==> config.mk <==
export PLATFORM = sky130hd
export DESIGN_NAME = pcb_bank
export DESIGN_NICKNAME = d
export VERILOG_FILES = /design/src/inc/pcb_pkg.sv /design/src/rtl/pcb_bank.sv /design/src/rtl/pcb_cfg_reg.sv /design/src/rtl/pcb_route.sv
export SDC_FILE = /design/constraint.sdc
export NUM_CORES = 1
export LEC_CHECK = 0
export BUFFER_PORTS_ARGS = -buffer_cell sky130_fd_sc_hd__buf_2
export CAP_MARGIN = 20
export CORE_MARGIN = 2
export CORE_UTILIZATION = 40
export CTS_CLUSTER_SIZE = 24
export DETAILED_ROUTE_END_ITERATION = 10
export PLACE_DENSITY = 0.72
export SLEW_MARGIN = 15
export SYNTH_ARGS = -nofsm -noshare
export SYNTH_HDL_FRONTEND = slang
export SYNTH_SLANG_ARGS = --single-unit
export TNS_END_PERCENT = 10
==> constraint.sdc <==
create_clock -name i_ref_clk -period 2.3 [get_ports i_ref_clk]
set_input_delay 0.115 -clock i_ref_clk [delete_from_list [all_inputs] [get_ports i_ref_clk]]
set_output_delay 0.115 -clock i_ref_clk [all_outputs]
set_load 0.02 [all_outputs]
==> src/inc/pcb_pkg.sv <==
package pcb_pkg;
   localparam int          ADDR_W          = 8;
   localparam int          DATA_W          = 32;
   localparam int          NUM_PADS        = 6;
   localparam int          FIRST_PAD       = 7;
   localparam int          CFG_W           = 13;
   // byte offsets of the pad registers
   localparam logic [7:0]  OFF_PAD7        = 8'h1c;
   localparam logic [7:0]  OFF_PAD8        = 8'h20;
   localparam logic [7:0]  OFF_PAD9        = 8'h24;
   localparam logic [7:0]  OFF_PAD10       = 8'h28;
   localparam logic [7:0]  OFF_PAD11       = 8'h2c;
   localparam logic [7:0]  OFF_PAD12       = 8'h30;
   // field positions
   localparam int          FUNC_LO         = 0;
   localparam int          SRC_LO          = 3;
   localparam int          OEN_BIT         = 5;
   localparam int          IDLE_LO         = 6;
   localparam int          DRIVE_LO        = 8;
   localparam int          SLEW_BIT        = 10;
   localparam int          RECV_BIT        = 11;
   localparam int          HYST_BIT        = 12;
   // writable bits: 1:0 and 12:3, bit 2 reserved
   localparam logic [12:0] WRITE_MASK      = 13'h1ffb;
   // field codes
   localparam logic [1:0]  SRC_LOCAL       = 2'h0;
   localparam logic [1:0]  SRC_OTHER       = 2'h1;
   localparam logic [1:0]  SRC_FABRIC      = 2'h2;
   localparam logic [1:0]  FUNC_ENGINE     = 2'h2;
   localparam logic [1:0]  IDLE_HIZ        = 2'h0;
   localparam logic [1:0]  IDLE_PULLDN     = 2'h2;
   localparam logic [1:0]  DRIVE_4MA       = 2'h1;
   // reset values: func 0, src 0, oen 1, drive 4 mA
   localparam logic [12:0] RESET_PLAIN     = 13'h0120;
   localparam logic [12:0] RESET_PULLED    = 13'h09a0;
   // pad-control source index on the output bus
   localparam logic [1:0]  CTL_LOCAL       = 2'h0;
   localparam logic [1:0]  CTL_OTHER       = 2'h1;
   localparam logic [1:0]  CTL_FABRIC      = 2'h2;
   localparam logic [1:0]  CTL_ENGINE      = 2'h3;
endpackage : pcb_pkg

==> src/rtl/pcb_bank.sv <==
`timescale 1ns/1ps
`default_nettype none
////////////////////////////////////////////////////////////////////////////////
// Behaviour
// - bits 1:0 pick the pad output function, reset zero.
// - bits 4:3 route control: 0 local fields, 1 other logic, 2 fabric.
// - bit 5 active-low output enable, resets to one (driver off).
// - bits 7:6 idle state; pads 8 and 9 reset pull-down, others high-z.
// - bits 9:8 drive strength 2/4/8/12 mA, reset 4 mA.
// - bit 10 slew: one fast, zero slow; reset zero.
// - bit 11 receiver enable; resets one on pads 8 and 9, else zero.
// - bit 12 hysteresis enable, resets zero on every pad.
// - function code two hands pad control to the sensor-processing engine.
module pcb_bank #(
   parameter int ENGINE_PADS = 6'h3f
) (
   input  wire logic        i_ref_clk,
   input  wire logic        i_rst_n,
   input  wire logic [7:0]  i_addr,
   input  wire logic [31:0] i_wdata,
   input  wire logic        i_wr,
   input  wire logic        i_rd,
   output logic      [31:0] o_rdata,
   output logic      [11:0] o_pad_function_selector,
   output logic      [11:0] o_pad_ctl_source,
   output logic      [5:0]  o_pad_output_enable_low,
   output logic      [11:0] o_pad_idle_state,
   output logic      [11:0] o_pad_drive,
   output logic      [5:0]  o_pad_slew_select,
   output logic      [5:0]  o_pad_recv_enable,
   output logic      [5:0]  o_pad_hysteresis_enable
);
   localparam int N = pcb_pkg::NUM_PADS;

   typedef struct packed {
      logic [31:0]  rdata;
      logic [11:0]  func;
      logic [11:0]  ctl;
      logic [5:0]   oen_n;
      logic [11:0]  idle;
      logic [11:0]  drive;
      logic [5:0]   slew;
      logic [5:0]   recv;
      logic [5:0]   hyst;
   } pcb_state_type;

   pcb_state_type st;
   pcb_state_type next_st;

   logic [N-1:0]  wr_sel;
   logic [12:0]   cfg [N];
   logic [1:0]    ctl [N];

   ////////////////////////////////////////////////////////////////////////////
   // address decode
   function automatic logic [N-1:0] pcb_decode(input logic [7:0] addr);
      logic [N-1:0] hit;
      hit = '0;
      case (addr)
         pcb_pkg::OFF_PAD7:  hit[0] = 1'b1;
         pcb_pkg::OFF_PAD8:  hit[1] = 1'b1;
         pcb_pkg::OFF_PAD9:  hit[2] = 1'b1;
         pcb_pkg::OFF_PAD10: hit[3] = 1'b1;
         pcb_pkg::OFF_PAD11: hit[4] = 1'b1;
         pcb_pkg::OFF_PAD12: hit[5] = 1'b1;
         default:            hit    = '0;
      endcase
      return hit;
   endfunction : pcb_decode

   assign wr_sel = i_wr ? pcb_decode(i_addr) : '0;

   ////////////////////////////////////////////////////////////////////////////
   // pad registers and control routing
   genvar g;
   generate
      for (g = 0; g < N; g++) begin : g_pad
         localparam bit PULLED = (g == 1) || (g == 2);
         pcb_cfg_reg #(
            .RESET_VALUE(PULLED ? pcb_pkg::RESET_PULLED : pcb_pkg::RESET_PLAIN)
         ) u_reg (
            .i_ref_clk (i_ref_clk),
            .i_rst_n   (i_rst_n),
            .i_wr      (wr_sel[g]),
            .i_wdata   (i_wdata[12:0]),
            .o_cfg     (cfg[g])
         );
         pcb_route #(
            .HAS_ENGINE(ENGINE_PADS[g])
         ) u_route (
            .i_cfg (cfg[g]),
            .o_ctl (ctl[g])
         );
      end
   endgenerate

   ////////////////////////////////////////////////////////////////////////////
   // output staging and read data
   always_comb begin
      logic [N-1:0] rd_hit;
      rd_hit  = pcb_decode(i_addr);
      next_st = st;
      next_st.rdata = '0;
      if (i_rd) begin
         for (int k = 0; k < N; k++) begin
            if (rd_hit[k]) begin
               next_st.rdata = {19'h0, cfg[k]};
            end
         end
      end
      for (int k = 0; k < N; k++) begin
         next_st.func[2*k +: 2]  = cfg[k][pcb_pkg::FUNC_LO +: 2];
         next_st.ctl[2*k +: 2]   = ctl[k];
         next_st.oen_n[k]        = cfg[k][pcb_pkg::OEN_BIT];
         next_st.idle[2*k +: 2]  = cfg[k][pcb_pkg::IDLE_LO +: 2];
         next_st.drive[2*k +: 2] = cfg[k][pcb_pkg::DRIVE_LO +: 2];
         next_st.slew[k]         = cfg[k][pcb_pkg::SLEW_BIT];
         next_st.recv[k]         = cfg[k][pcb_pkg::RECV_BIT];
         next_st.hyst[k]         = cfg[k][pcb_pkg::HYST_BIT];
      end
      if (!i_rst_n) begin
         next_st       = '0;
         next_st.oen_n = '1;
         for (int k = 0; k < N; k++) begin
            next_st.drive[2*k +: 2] = pcb_pkg::DRIVE_4MA;
         end
         next_st.idle[3:2] = pcb_pkg::IDLE_PULLDN;
         next_st.idle[5:4] = pcb_pkg::IDLE_PULLDN;
         next_st.recv[2:1] = 2'h3;
      end
   end

   always_ff @(posedge i_ref_clk) begin
      st <= next_st;
   end

   assign o_rdata                 = st.rdata;
   assign o_pad_function_selector = st.func;
   assign o_pad_ctl_source        = st.ctl;
   assign o_pad_output_enable_low = st.oen_n;
   assign o_pad_idle_state        = st.idle;
   assign o_pad_drive             = st.drive;
   assign o_pad_slew_select       = st.slew;
   assign o_pad_recv_enable       = st.recv;
   assign o_pad_hysteresis_enable = st.hyst;

   ////////////////////////////////////////////////////////////////////////////
   // checks
   a_oen_reset: assert property (@(posedge i_ref_clk) !i_rst_n |=> o_pad_output_enable_low == 6'h3f)
      else $error("output enables not off after reset");
   a_idle_reset: assert property (@(posedge i_ref_clk) !i_rst_n |=> o_pad_idle_state == 12'h028)
      else $error("idle state reset wrong");
   a_drive_reset: assert property (@(posedge i_ref_clk) !i_rst_n |=> o_pad_drive == 12'h555)
      else $error("drive reset not 4 mA");
   a_recv_reset: assert property (@(posedge i_ref_clk) !i_rst_n |=> o_pad_recv_enable == 6'h06)
      else $error("receiver reset wrong");
   a_hyst_reset: assert property (@(posedge i_ref_clk) !i_rst_n |=> o_pad_hysteresis_enable == 6'h00)
      else $error("hysteresis reset wrong");
   a_func_write: assert property (@(posedge i_ref_clk) disable iff (!i_rst_n)
      i_wr && i_addr == pcb_pkg::OFF_PAD10 ##1 i_rst_n [*1] |=> o_pad_function_selector[7:6] == $past(i_wdata[1:0], 2))
      else $error("function selector not updated");
   a_slew_write: assert property (@(posedge i_ref_clk) disable iff (!i_rst_n)
      i_wr && i_addr == pcb_pkg::OFF_PAD8 |=> ##1 o_pad_slew_select[1] == $past(i_wdata[10], 2))
      else $error("slew not updated");
   a_read_mask: assert property (@(posedge i_ref_clk) disable iff (!i_rst_n)
      i_rd |=> o_rdata[31:13] == 19'h0 && o_rdata[2] == 1'b0)
      else $error("reserved bits read nonzero");
   a_src_route: assert property (@(posedge i_ref_clk) disable iff (!i_rst_n)
      cfg[3][1:0] != pcb_pkg::FUNC_ENGINE && cfg[3][4:3] == pcb_pkg::SRC_FABRIC
      |=> o_pad_ctl_source[7:6] == pcb_pkg::CTL_FABRIC)
      else $error("control source not fabric");
   a_engine_route: assert property (@(posedge i_ref_clk) disable iff (!i_rst_n)
      cfg[4][1:0] == pcb_pkg::FUNC_ENGINE |=> o_pad_ctl_source[9:8] == pcb_pkg::CTL_ENGINE)
      else $error("engine takeover missing");
   c_read: cover property (@(posedge i_ref_clk) i_rd && i_addr == pcb_pkg::OFF_PAD9);
   c_enable: cover property (@(posedge i_ref_clk) $fell(o_pad_output_enable_low[3]));
   c_engine: cover property (@(posedge i_ref_clk) o_pad_ctl_source[9:8] == pcb_pkg::CTL_ENGINE);
endmodule : pcb_bank
`default_nettype wire

==> src/rtl/pcb_cfg_reg.sv <==
`timescale 1ns/1ps
`default_nettype none
module pcb_cfg_reg #(
   parameter logic [12:0] RESET_VALUE = pcb_pkg::RESET_PLAIN
) (
   input  wire logic        i_ref_clk,
   input  wire logic        i_rst_n,
   input  wire logic        i_wr,
   input  wire logic [12:0] i_wdata,
   output logic      [12:0] o_cfg
);
   typedef struct packed {
      logic [12:0] cfg;
   } pcb_reg_state_type;

   pcb_reg_state_type st;
   pcb_reg_state_type next_st;

   always_comb begin
      next_st = st;
      if (!i_rst_n) begin
         next_st.cfg = RESET_VALUE;
      end else if (i_wr) begin
         next_st.cfg = i_wdata & pcb_pkg::WRITE_MASK;
      end
   end

   always_ff @(posedge i_ref_clk) begin
      st <= next_st;
   end

   assign o_cfg = st.cfg;
endmodule : pcb_cfg_reg
`default_nettype wire

==> src/rtl/pcb_route.sv <==
`timescale 1ns/1ps
`default_nettype none
module pcb_route #(
   parameter bit HAS_ENGINE = 1'b1
) (
   input  wire logic [12:0] i_cfg,
   output logic      [1:0]  o_ctl
);
   logic [1:0] src;
   logic [1:0] func;

   always_comb begin
      src  = i_cfg[pcb_pkg::SRC_LO +: 2];
      func = i_cfg[pcb_pkg::FUNC_LO +: 2];
      if (HAS_ENGINE && func == pcb_pkg::FUNC_ENGINE) begin
         o_ctl = pcb_pkg::CTL_ENGINE;
      end else begin
         case (src)
            pcb_pkg::SRC_OTHER:  o_ctl = pcb_pkg::CTL_OTHER;
            pcb_pkg::SRC_FABRIC: o_ctl = pcb_pkg::CTL_FABRIC;
            default:             o_ctl = pcb_pkg::CTL_LOCAL;
         endcase
      end
   end
endmodule : pcb_route
`default_nettype wire

==> flow_summary.yaml <==
status:
  status: "finished clean"
yosys:
  synth_area_um2: 6080
  yosys-mux-area-fraction_pct: 7.90
  ys_seq_elements: 156
  synth_warnings: 0
  yosysTopAreaCellShare_pct: 51.3
  ys_seq_area_share_pct: 51.3
  synth_edf_count: 0
  synthFlopType: "dfxtp_1"
  synth_cells: 628
  synth.largest_area_cell: "dfxtp_1"
  yosys.area_share.simple_pct: 23.9
  synthTopCellsByArea: "dfxtp_1 (51%), mux2i_1 (7.9%), and2_1 (4.6%), nor2b_1 (4.0%), a21boi_0 (3.8%)"
  synth_area_per_cell_um2: 9.68
  synth_top_family_by_area: "simple AND/OR/NAND/NOR gates"
  synthXorXnorAreaFrac_pct: 0
  synth_cell_types: 40
  synth_compound_area_share_pct: 10.6
  async_flop_share_pct: 0
  synth-adder-area-share_pct: 0
route:
  drt_iter0_drc: 409
  firstDrtPassIters: 5
  via_per_inst: 5.09
  drt.antenna.violating_nets: 0
  drc: 0
  wl_per_cell_um: 16.7
  num_vias: 4730
  wl_mm: 15.5
floorplan:
  rows: 45
  die_x_um: 127
  die_height_um: 127
  dieArea_um2: 16200
  initial_core_util_pct: 40.5
  core_area_um2: 15000
  pin_count: 148
sta:
  period_share_pct: 69.5
  skew_ns: 0.00462
  worst_slack_ns: 0.702
  slew_headroom_pct: 61.1
  final_max_slew_viol_count: 0
  min_period_ns: 1.60
  fmax_mhz: 626
  setup_tns_ns: 0
  setup_viol: 0
  hold_viol_final: 0
  rsz0062_at_grt: "false"
  tightest_slew_ns: 0.582
clocking:
  insertion_delay_ns: 0.43
  cts_tree: "yes"
  postCtsSetupBuffers: 0
  numCtsBuffers: 17
  htreeDepth: 4
  max-clock-path-buffers: 2
  clockRootBuffer: "clkbuf_16"
  cts_num_sinks: 156
  clkTransAtPathRegs_ns: 0.06
critical_path:
  worstSetupStartpointType: "primary input"
  cp-end-kind: "register"
  required_ns: 2.59
  max_stage_delay_ns: 0.62
  crit_buf_inv: 2
  critical_path.top_delay_family: "simple AND/OR/NAND/NOR gates"
  cp_cell_sequence: "buf_2 -> or4_4 -> or4_1 -> buf_4 -> mux2i_1 -> nand2_1"
  crit_arrival_ns: 1.89
  critical_path_peak_fanout: 13
  crit_type: "primary input to register"
  r2r_cells: 4
  cp_num_cells: 6
  crit_slowest_cell: "or4_4"
place:
  place.gp.congestion: 0.875
  port_buffers: 107
  place_ws_ns: 0.280
  hpwlAfterDp_mm: 10.1
final_layout:
  num-fill-cells: 1413
  layout_commonest_cell: "dfxtp_1"
  drive_gt1_share_pct: 21.7
  fin_nets: 773
  antenna_cells: 0
  layout_common_cells: "dfxtp_1 (156), buf_2 (107), mux2i_1 (48), and2_1 (45), nand2_1 (41)"
  syn_to_final_growth_pct: 21.7
  fin_util_pct: 49.2
global_route:
  overflow: 0
  grt_pass1_wl_mm: 24.0
  grt_pass1_vias: 4406
  grt_max_degree: 145
  antenna_found_initial: 0
  grt_use_total_pct: 19.3
power_and_ir_drop:
  peakVddDrop_uv: 611
  power_leakage_nw: 3.28
  powerDensity_nw_per_um2: 804
run:
  cap_violations: 0
min_path:
  hp-class: "primary input to register"
  holdPathStages: 3
==> metal layers <==
layer | vias to the layer above | share of wire (%) | routed length, µm | track usage (%)
met5 | - | 0 | 0 | 0
met4 | 0 | 3.1 | 487 | 9.76
met3 | 34 | 6.1 | 943 | 4.94
met2 | 190 | 45 | 6980 | 29.3
met1 | 2206 | 46 | 7120 | 25.5
li1 | 2300 | - | - | -
==> through the flow <==
stage	area (µm²)	power [mW]	hold slack [ns]	cells
6_report	7400	5.95	0.0121	930
3_5_place_dp	6740	3.01	0.429	895
2_1_floorplan	6150	2.95	0.240	647
5_1_grt	7400	6.13	0.0185	930
4_1_cts	7400	5.99	0.000735	930
3_3_place_gp	6740	3.01	0.419	895
==> layout make-up <==
class | count | area [µm²] | share of cell area, %
clock buffers | 20 | 447 | 6.04
clock inverters | 12 | 186 | 2.52
well taps | 188 | 235 | 3.18
flip-flops and latches | 156 | 3120 | 42.2
multi-input cells | 420 | 2650 | 35.9
inverters | 4 | 15.0 | 0.203
repair buffers | 130 | 741 | 10.0
==> worst paths after layout <==
kind                                start                       end  slack (ns)
hold / removal                i_wdata[10]  g_pad[0].u_reg.o_cfg[10]        0.01
setup reg to reg  g_pad[1].u_reg.o_cfg[1]                o_rdata[1]        1.00
setup / recovery                i_addr[1]   g_pad[3].u_reg.o_cfg[8]        0.70
hold reg to reg   g_pad[0].u_reg.o_cfg[4]   g_pad[0].u_reg.o_cfg[4]        0.47
==> flip-flops by register name (all words and copies together) (netlist names) <==
signal and cells:
o_pad_slew_select 6, o_pad_hysteresis_enable 6, o_pad_idle_state 12, o_pad_drive 12
o_pad_ctl_source 12, o_pad_function_selector 12, o_rdata 12, o_pad_output_enable_low 6
g_pad.u_reg.o_cfg 72, o_pad_recv_enable 6
==> cell families (layout without fill, tap and decap cells) <==
logic type	Yosys count	in the layout
DFF	156	156
buffers and inverters	71	166
and+or+nand+nor	260	260
muxes	48	48
other	1	20
AOI/OAI and AO/OA	92	92
==> cells in the mapped netlist, types with 11 or more instances <==
master and number:
and2_1 45, dfxtp_1 156, a21boi_0 31, mux2i_1 48, nand2b_1 33, nor2b_1 39, nor2_1 26, nand2_1 41
buf_4 20, o21ai_0 11, clkbuf_1 41, nand3_1 31, nor4_1 11
==> where the power goes <==
part	internal, mW	switching, mW
registers	2.70	0.00196
logic	0.0816	0.172
clock network	1.86	1.13
==> worst register-to-register path: cells and delay by family, from the launching register on <==
kind	cells	cell delay, ns
AOI/OAI and AO/OA	3	0.60
DFF	1	0.40
and+or+nand+nor	1	0.17
==> repair_timing <==
| item | 4_1_cts | 5_1_grt |
|---|---|---|
| hold buffers | 3 | 0 |
| hold endpoints to repair | 11 | 0 |
| resized for setup | 0 | 0 |
Power figures use the tool's default switching activity.
